===== src/port_power_pkg.sv =====
// Constants, field layout and types for the port power status register bank.
// Assumes a single 100 MHz system clock and an SMBus/I2C host on two pins.
//
// Notes on behaviour
// - Active state keeps refreshing each port current
// - Current code 8-bit, port2 at 00h, port1 01h
// - Reading zeroed on sleep, switch off, discharge
// - Status bits 7,6 mirror fault lines live
// - Status bits 5,4 show constant-current limiting
// - Entering error sets port2 error state bit
// - Host writes zero; leave error if conditions gone
// - Other set flag bits hold port2 in error
// - Auto-recovery or power disable clears error state
// - Fault line two independent of error bit
// - Flags clear on read if gone, or with error
// - Discharge failure sets bit 6, alerts, errors
// - Power-up flag set, cleared by read or toggle
// - Power-up flag alerts nothing, survives sleep
// - Low output sets bit 4, alerts, errors
// - Overheat sets bit 3, both alerts, errors
// - Supply overvoltage sets bit 2, both alerts, errors
// - Back bias sets bit 1, alerts, errors
// - Overcurrent sets bit 0, alerts, errors
// - Unused bits ignore writes, read as zero
package port_power_pkg;
  // ***************
  // Register offsets
  // ***************
  localparam logic [7:0] REG_CUR2 = 8'h00;
  localparam logic [7:0] REG_CUR1 = 8'h01;
  localparam logic [7:0] REG_STAT = 8'h02;
  localparam logic [7:0] REG_ISR2 = 8'h03;
  // ***************
  // Field layout
  // ***************
  localparam int STAT_A1_BIT = 7;
  localparam int STAT_A2_BIT = 6;
  localparam int STAT_CC1_BIT = 5;
  localparam int STAT_CC2_BIT = 4;
  localparam int ERR_BIT = 7;
  localparam int PUP_BIT = 5;
  localparam logic [7:0] FAULT_MASK = 8'h5F;
  localparam logic [7:0] OTHER_MASK = 8'h7F;
  localparam logic [7:0] A1_MASK = 8'h0C;
  localparam logic [7:0] A2_MASK = 8'h5F;
  // ***************
  // Reset values
  // ***************
  localparam logic [7:0] CUR_RESET = 8'h00;
  localparam logic [7:0] ISR2_RESET = 8'h20;
  localparam logic [7:0] ZERO_BYTE = 8'h00;
  localparam logic [1:0] WARM_DONE = 2'h3;
  // ***************
  // Serial bit counting
  // ***************
  localparam logic [3:0] CNT_START = 4'hF;
  localparam logic [3:0] BYTE_LAST = 4'h7;
  localparam logic [3:0] ACK_SLOT = 4'h8;
  localparam logic [6:0] BUS_ADDR_DEFAULT = 7'h2C;
  typedef enum logic [2:0] {st_idle, st_addr, st_ptr, st_wr, st_rd} i2c_state_type;
endpackage


===== src/port_power_status_registers.sv =====
// Status register bank of a dual port power switch, with its serial slave.
// Assumes analog comparators, port logic and pins are asynchronous; the
// current measurements arrive on the system clock with a strobe.
`timescale 1ns/1ps
`default_nettype none
module port_power_status_registers import port_power_pkg::*; #(
  parameter logic [6:0] BUS_ADDR = BUS_ADDR_DEFAULT
) (
  // Clock and reset
  input wire logic clk,
  input wire logic resetn,
  // Serial bus pins
  input wire logic scl,
  input wire logic sda_in,
  output logic sda_out,
  output logic sda_oe_n,
  // Open-drain fault lines
  input wire logic alert1_in,
  output logic alert1_out,
  output logic alert1_oe_n,
  input wire logic alert2_in,
  output logic alert2_out,
  output logic alert2_oe_n,
  input wire logic alert1_req,
  // Fault conditions
  input wire logic disch2,
  input wire logic keep2,
  input wire logic tsd,
  input wire logic ov,
  input wire logic back2,
  input wire logic ovlim2,
  // Port state
  input wire logic cc1,
  input wire logic cc2,
  input wire logic port2_power_enable,
  input wire logic auto_rec,
  input wire logic sleep,
  input wire logic sw1_on,
  input wire logic sw2_on,
  input wire logic dis1,
  input wire logic dis2,
  // Measurements
  input wire logic meas_stb,
  input wire logic [7:0] meas1,
  input wire logic [7:0] meas2,
  // Error state towards the switch
  output logic port2_error
);
  // ***************
  // Input synchronisers
  // ***************
  logic [19:0] raw;
  logic [19:0] s1;
  logic [19:0] s2;
  logic scl_s, sda_s, a1_s, a2_s, a1req_s;
  logic disch_s, keep_s, tsd_s, ov_s, back_s, ovlim_s;
  logic cc1_s, cc2_s, pwr_s, auto_s, sleep_s, sw1_s, sw2_s, dis1_s, dis2_s;
  assign raw = {scl, sda_in, alert1_in, alert2_in, alert1_req, disch2, keep2, tsd, ov, back2, ovlim2,
                cc1, cc2, port2_power_enable, auto_rec, sleep, sw1_on, sw2_on, dis1, dis2};
  // Two flops per asynchronous input
  for (genvar i = 0; i < 20; i++) begin : g_sync
    always_ff @(posedge clk or negedge resetn) begin
      if (!resetn) begin
        s1[i] <= 1'b0;
        s2[i] <= 1'b0;
      end else begin
        s1[i] <= raw[i];
        s2[i] <= s1[i];
      end
    end
  end
  assign {scl_s, sda_s, a1_s, a2_s, a1req_s, disch_s, keep_s, tsd_s, ov_s, back_s, ovlim_s,
          cc1_s, cc2_s, pwr_s, auto_s, sleep_s, sw1_s, sw2_s, dis1_s, dis2_s} = s2;
  // ***************
  // Serial slave
  // ***************
  i2c_state_type st, next_st;
  logic [3:0] cnt, next_cnt; // Bit slot within a byte
  logic [7:0] sh, next_sh; // Received byte
  logic [7:0] tx, next_tx; // Byte being sent
  logic [7:0] ptr, next_ptr; // Register pointer
  logic drv, next_drv; // Pull data line low
  logic nack, next_nack; // Host acknowledge sampled
  logic scl_d, sda_d;
  logic rise, fall, start, stop;
  logic rd_stb, wr_stb, rd03;
  logic [7:0] rd_mux;
  logic [7:0] stat;
  logic [7:0] cur1, cur2, isr2;
  assign rise = scl_s && !scl_d;
  assign fall = !scl_s && scl_d;
  assign start = scl_s && scl_d && sda_d && !sda_s;
  assign stop = scl_s && scl_d && !sda_d && sda_s;
  // Port status view, unused low bits read zero
  always_comb begin
    stat = ZERO_BYTE;
    stat[STAT_A1_BIT] = !a1_s;
    stat[STAT_A2_BIT] = !a2_s;
    stat[STAT_CC1_BIT] = cc1_s;
    stat[STAT_CC2_BIT] = cc2_s;
  end
  // Read data by pointer; unmapped offsets read zero
  always_comb begin
    unique case (ptr)
      REG_CUR2: rd_mux = cur2;
      REG_CUR1: rd_mux = cur1;
      REG_STAT: rd_mux = stat;
      REG_ISR2: rd_mux = isr2;
      default: rd_mux = ZERO_BYTE;
    endcase
  end
  // Bus sequencing: bits sampled on rise, driven after fall
  always_comb begin
    next_st = st;
    next_cnt = cnt;
    next_sh = sh;
    next_tx = tx;
    next_drv = drv;
    next_ptr = ptr;
    next_nack = nack;
    rd_stb = 1'b0;
    wr_stb = 1'b0;
    if (start) begin
      // Start or repeated start; the start's own fall wraps the count
      next_st = st_addr;
      next_cnt = CNT_START;
      next_drv = 1'b0;
    end else if (stop) begin
      next_st = st_idle;
      next_drv = 1'b0;
    end else if (st != st_idle && rise) begin
      // Ninth clock carries the host acknowledge
      if (cnt == ACK_SLOT) begin
        next_nack = sda_s;
      end else begin
        next_sh = {sh[6:0], sda_s};
      end
    end else if (st != st_idle && fall) begin
      if (cnt == BYTE_LAST) begin
        // Byte complete: acknowledge or release
        next_cnt = ACK_SLOT;
        if (st == st_rd) begin
          next_drv = 1'b0;
        end else if (st == st_addr && sh[7:1] != BUS_ADDR) begin
          next_st = st_idle;
        end else begin
          next_drv = 1'b1;
        end
      end else if (cnt == ACK_SLOT) begin
        // Acknowledge slot over: act on the byte
        next_cnt = 4'h0;
        next_drv = 1'b0;
        unique case (st)
          st_addr: begin
            if (sh[0]) begin
              next_st = st_rd;
              rd_stb = 1'b1;
            end else begin
              next_st = st_ptr;
            end
          end
          st_ptr: begin
            next_ptr = sh;
            next_st = st_wr;
          end
          st_wr: begin
            wr_stb = 1'b1;
            next_ptr = ptr + 8'h01;
          end
          st_rd: begin
            if (nack) begin
              next_st = st_idle;
            end else begin
              rd_stb = 1'b1;
            end
          end
          st_idle: begin
          end
        endcase
        // Load next byte to send and advance the pointer
        if (rd_stb) begin
          next_tx = rd_mux;
          next_ptr = ptr + 8'h01;
          next_drv = !rd_mux[7];
        end
      end else begin
        next_cnt = cnt + 4'h1;
        if (st == st_rd) begin
          next_tx = {tx[6:0], 1'b0};
          next_drv = !tx[6];
        end
      end
    end
  end
  assign rd03 = rd_stb && ptr == REG_ISR2;
  // Serial slave state
  always_ff @(posedge clk or negedge resetn) begin
    if (!resetn) begin
      st <= st_idle;
      cnt <= 4'h0;
      sh <= ZERO_BYTE;
      tx <= ZERO_BYTE;
      ptr <= ZERO_BYTE;
      drv <= 1'b0;
      nack <= 1'b0;
      scl_d <= 1'b0;
      sda_d <= 1'b0;
    end else begin
      st <= next_st;
      cnt <= next_cnt;
      sh <= next_sh;
      tx <= next_tx;
      ptr <= next_ptr;
      drv <= next_drv;
      nack <= next_nack;
      scl_d <= scl_s;
      sda_d <= sda_s;
    end
  end
  assign sda_out = 1'b0;
  assign sda_oe_n = !drv;
  // ***************
  // Register bank
  // ***************
  logic [7:0] next_cur1, next_cur2, next_isr2;
  logic next_a1, next_a2, a1_drv, a2_drv, pwr_d;
  logic [1:0] warm, next_warm; // Edges since reset, saturating
  logic [7:0] cond8, other, clr;
  logic any_cond, host_clr, auto_clr, err_clr;
  // Current readings, fault flags, error state and fault lines
  always_comb begin
    cond8 = {1'b0, disch_s, 1'b0, keep_s, tsd_s, ov_s, back_s, ovlim_s};
    any_cond = |cond8;
    other = isr2 & OTHER_MASK;
    host_clr = wr_stb && ptr == REG_ISR2 && !sh[ERR_BIT] && other == ZERO_BYTE && !any_cond;
    auto_clr = auto_s && !any_cond;
    err_clr = host_clr || auto_clr || !pwr_s;
    clr = ZERO_BYTE;
    if (rd03) begin
      clr = ~cond8;
    end
    if (err_clr && isr2[ERR_BIT]) begin
      clr = clr | FAULT_MASK;
    end
    // Set wins over any clear
    next_isr2 = (cond8 | (isr2 & ~clr)) & FAULT_MASK;
    next_isr2[ERR_BIT] = any_cond || (isr2[ERR_BIT] && !err_clr);
    next_warm = (warm == WARM_DONE) ? warm : warm + 2'h1; // Enable edges ignored until sync pipe is real
    next_isr2[PUP_BIT] = isr2[PUP_BIT] && !(rd03 || (pwr_s != pwr_d && warm == WARM_DONE));
    // Fault lines follow flags, line 1 also the port-1 request, never the error bit
    next_a2 = |(next_isr2 & A2_MASK);
    next_a1 = |(next_isr2 & A1_MASK) || a1req_s;
    // Readings refresh in Active, zero when off or discharged
    next_cur2 = cur2;
    next_cur1 = cur1;
    if (meas_stb) begin
      next_cur2 = meas2;
      next_cur1 = meas1;
    end
    if (sleep_s || !sw2_s || dis2_s) begin
      next_cur2 = CUR_RESET;
    end
    if (sleep_s || !sw1_s || dis1_s) begin
      next_cur1 = CUR_RESET;
    end
  end
  // Register bank state; power-up flag set by reset
  always_ff @(posedge clk or negedge resetn) begin
    if (!resetn) begin
      cur1 <= CUR_RESET;
      cur2 <= CUR_RESET;
      isr2 <= ISR2_RESET;
      a1_drv <= 1'b0;
      a2_drv <= 1'b0;
      pwr_d <= 1'b0;
      warm <= 2'h0;
    end else begin
      cur1 <= next_cur1;
      cur2 <= next_cur2;
      isr2 <= next_isr2;
      a1_drv <= next_a1;
      a2_drv <= next_a2;
      pwr_d <= pwr_s;
      warm <= next_warm;
    end
  end
  assign alert1_out = 1'b0;
  assign alert2_out = 1'b0;
  assign alert1_oe_n = !a1_drv;
  assign alert2_oe_n = !a2_drv;
  assign port2_error = isr2[ERR_BIT];
endmodule
`default_nettype wire


===== config.mk =====
export PLATFORM = sky130hd
export DESIGN_NAME = port_power_status_registers
export DESIGN_NICKNAME = d
export VERILOG_FILES = /design/src/port_power_pkg.sv /design/src/port_power_status_registers.sv
export SDC_FILE = /design/constraint.sdc
export NUM_CORES = 1
export LEC_CHECK = 0
export BUFFER_PORTS_ARGS = -buffer_cell sky130_fd_sc_hd__buf_2
export CAP_MARGIN = 20
export CORE_UTILIZATION = 40
export DETAILED_ROUTE_END_ITERATION = 8
export PLACE_DENSITY = 0.7
export SYNTH_ARGS = -nofsm -noshare
export SYNTH_HDL_FRONTEND = slang
export SYNTH_SLANG_ARGS = --single-unit
export TNS_END_PERCENT = 20

===== constraint.sdc =====
create_clock -name clk -period 1.91 [get_ports clk]
set_input_delay 0.2865 -clock clk [delete_from_list [all_inputs] [get_ports clk]]
set_output_delay 0.2865 -clock clk [all_outputs]
set_load 0.02 [all_outputs]

==> impl_metrics.json <==
{
  "synth_seq_cells": 103,
  "die_y_um": 107,
  "grt_pass1_wl_um": 15500,
  "worstPathArrival_ns": 2.18,
  "numCtsBuffers": 9,
  "critPathCaptureType": "flip-flop",
  "crit_fanout": 2,
  "status": "complete, but fails checks",
  "synth_edf_count": 0,
  "antenna_found_initial": 0,
  "cts_tree": "built",
  "cpLargestDelayFamily": "compound AO/OA/AOI/OAI gates",
  "drive_gt1_share_pct": 33.3,
  "hp-class": "in -> reg",
  "startpoint_type": "flip-flop",
  "fin_crit_sh_pct": 101,
  "critPathMaxStageDelay_ns": 0.54,
  "io-pin-count": 46,
  "start_util_pct": 41.9,
  "drc_errors": 0,
  "maxSlewHeadroom_pct": 57.0,
  "clock-skew-final_ns": 0.0104,
  "cp.buffers_inverters": 0,
  "vias": 3228,
  "async_reset_ff_share_pct": 100,
  "seq_area_frac_synth_pct": 58.8,
  "cts-root-buf": "clkbuf_8",
  "dieWidth_um": 107,
  "setup_viol_count_final": 3,
  "hold_violations": 0,
  "max_freq_ghz": 0.517,
  "grt_usage_pct": 17.7,
  "areaGrowthSynthToFinish_pct": 29.3,
  "path_cells": "or4_4 -> o32a_1 -> o31ai_2 -> a31oi_4 -> a2111o_1",
  "numClockSinks": 103,
  "htreeDepth": 3,
  "p_per_area_mw_per_mm2": 766,
  "postRouteAntennaNets": 0,
  "vias_per_cell": 5.14,
  "antenna_cells": 0,
  "hpwl_um": 6560,
  "place.gp.congestion": 0.832,
  "die_area_mm2": 0.0114,
  "post-route-worst-setup-slack_ns": -0.0229,
  "syn_inst": 372,
  "cts_buffer_depth": 2,
  "grt-ovfl-total": 0,
  "power_w": 0.00434,
  "clk_pin_slew_worst_paths_ns": 0.09,
  "ir_drop_uv": 628,
  "final_nets": 533,
  "grt_max_degree": 52,
  "clk_latency_ns": 0.37,
  "syn_area_per_cell_um2": 11.8,
  "tns_ns": -0.0517,
  "grt_pass1_vias": 3324,
  "required_ns": 2.16,
  "synth-main-ff-cell": "dfrtp_1",
  "wire_per_inst_um": 14.8,
  "crit_type": "reg -> reg",
  "tightest_slew_ns": 0.644,
  "drtPass1Iterations": 4,
  "syn_area_mm2": 0.00438,
  "num_rows": 37,
  "wirelength_um": 9310,
  "cpMaxStageDelayCell": "or4_4",
  "drv_slew": 0,
  "synth.distinct_cells": 58,
  "max_cap_violations": 0,
  "drt-initial-drc-count": 191,
  "rsz0062_at_grt": "true",
  "leakagePower_nw": 2.64,
  "numPortBuffers": 42,
  "coreArea_mm2": 0.0105,
  "ys_warn_count": 0,
  "fin_crit_ns": 1.93,
  "failed_checks": "negative setup slack"
}
-- logic make-up (layout without fill, tap and decap cells) --
logic type | Yosys count | after routing | share of synthesized area (%)
DFF | 103 | 103 | 58.8
adders and majority gates | 7 | 7 | 2.00
xor gates and xnor gates | 4 | 4 | 0.799
and+or+nand+nor | 110 | 110 | 13.5
buffers and inverters | 34 | 152 | 3.45
AOI/OAI and AO/OA | 74 | 74 | 12.0
muxes | 39 | 39 | 9.36
other | 1 | 3 | 0.0855
-- sequential cells by signal (all words and copies together), names as in the netlist, 2 cells and up --
signal,flops
s1,20
cur1,8
cur2,8
isr2,8
ptr,8
sh,8
tx,7
cnt,4
st,3
warm,2
-- cells in the mapped netlist (6+ instances only) --
| cell | number | area share (%) |
|---|---|---|
| inv_1 | 16 | 1.4 |
| clkbuf_1 | 9 | 0.77 |
| nand3_1 | 10 | 1.1 |
| a21o_1 | 6 | 1.0 |
| mux2i_1 | 23 | 5.3 |
| o21ai_0 | 20 | 2.3 |
| a21oi_1 | 10 | 1.1 |
| ha_1 | 7 | 2.0 |
| nor2_1 | 31 | 2.7 |
| nand2_1 | 28 | 2.4 |
| mux2_2 | 16 | 4.1 |
| dfrtp_1 | 102 | 58 |
-- where the power goes --
part | total, W | switching (W) | internal, W | leakage [nW]
clock network | 0.00139 | 0.000732 | 0.000654 | 0.101
logic | 0.000572 | 0.000272 | 0.000301 | 1.28
registers | 0.00239 | 0.0000942 | 0.00229 | 1.27
-- layer usage --
| metal | part of all wire (%) | vias up | wire [um] | GRT usage, % |
|---|---|---|---|---|
| met1 | 44 | 1581 | 4060 | 22.3 |
| met4 | 2.1 | 0 | 195 | 6.75 |
| met3 | 3.9 | 15 | 363 | 4.50 |
| li1 | - | 1553 | - | - |
| met5 | 0 | - | 0 | 0 |
| met2 | 50 | 79 | 4680 | 29.3 |
-- placed cells by master (no fill, tap or decap), types with 8 or more instances in the layout --
master / Yosys / final
nand3_1: 10 / 8
inv_1: 16 / 14
buf_4: 3 / 56
mux2i_1: 23 / 23
mux2_2: 16 / 16
dlygate4sd3_1: 0 / 19
clkbuf_8: 0 / 10
nand2_1: 28 / 28
nor2_1: 31 / 30
dfrtp_1: 102 / 99
o21ai_0: 20 / 16
buf_2: 4 / 41
a21oi_1: 10 / 10
-- worst paths after layout --
| check | cells after the start | end | slack (ns) | startpoint |
|---|---|---|---|---|
| min in group asynchronous | 2 | sda_s$_DFF_PN0_ | 0.49 | resetn |
| worst max-delay path | 5 | a1_drv$_DFF_PN0_ | -0.02 | ov_s$_DFF_PN0_ |
| worst min-delay path | 1 | s1[19]$_DFF_PN0_ | 0.03 | scl |
| max in group asynchronous | 3 | ptr[7]$_DFFE_PN0P_ | 0.81 | resetn |
| worst min register to register | 0 | tsd_s$_DFF_PN0_ | 0.35 | s1[12]$_DFF_PN0_ |
| worst max register to register | 5 | a1_drv$_DFF_PN0_ | -0.02 | ov_s$_DFF_PN0_ |
-- worst register-to-register path, stage by stage, from the launching register on --
cell and delay [ns]:
dfrtp_1 0.39, or4_4 0.54, o32a_1 0.33, o31ai_2 0.10, a31oi_4 0.06, a2111o_1 0.40
-- cell type report --
class | count | area, um2
multi-input cells | 237 | 1760
well taps | 136 | 170
clock inverters | 5 | 63.8
repair buffers | 120 | 887
fillers | 909 | 4790
clock buffers | 11 | 141
inverters | 16 | 60.1
flip-flops and latches | 103 | 2580
-- metrics by stage --
| stage | setup WS (ns) | instance area, um2 | hold slack (ns) | utilization (%) | std cells |
|---|---|---|---|---|---|
| after floorplan | 0.00854 | 4410 | -0.00909 | - | 374 |
| after global placement | 0.0225 | 5070 | 0.333 | 48.4 | 578 |
| after detailed placement | -0.0306 | 5070 | 0.335 | 48.4 | 578 |
| after CTS | -0.0488 | 5530 | 0.00106 | 52.9 | 618 |
| after global routing | -0.130 | 5670 | 0.00654 | 54.2 | 628 |
| final | -0.0229 | 5670 | 0.0258 | 54.2 | 628 |
-- timing repair --
| item | CTS | global route |
|---|---|---|
| buffers inserted | 8 | 7 |
| hold endpoints to repair | 61 | 3 |
| pin swaps | 6 | 7 |
| hold buffers | 16 | 3 |
| gates resized for setup | 13 | 16 |
| endpoints found under the setup margin | 4 | 20 |
(Power assumes the default switching activity.)
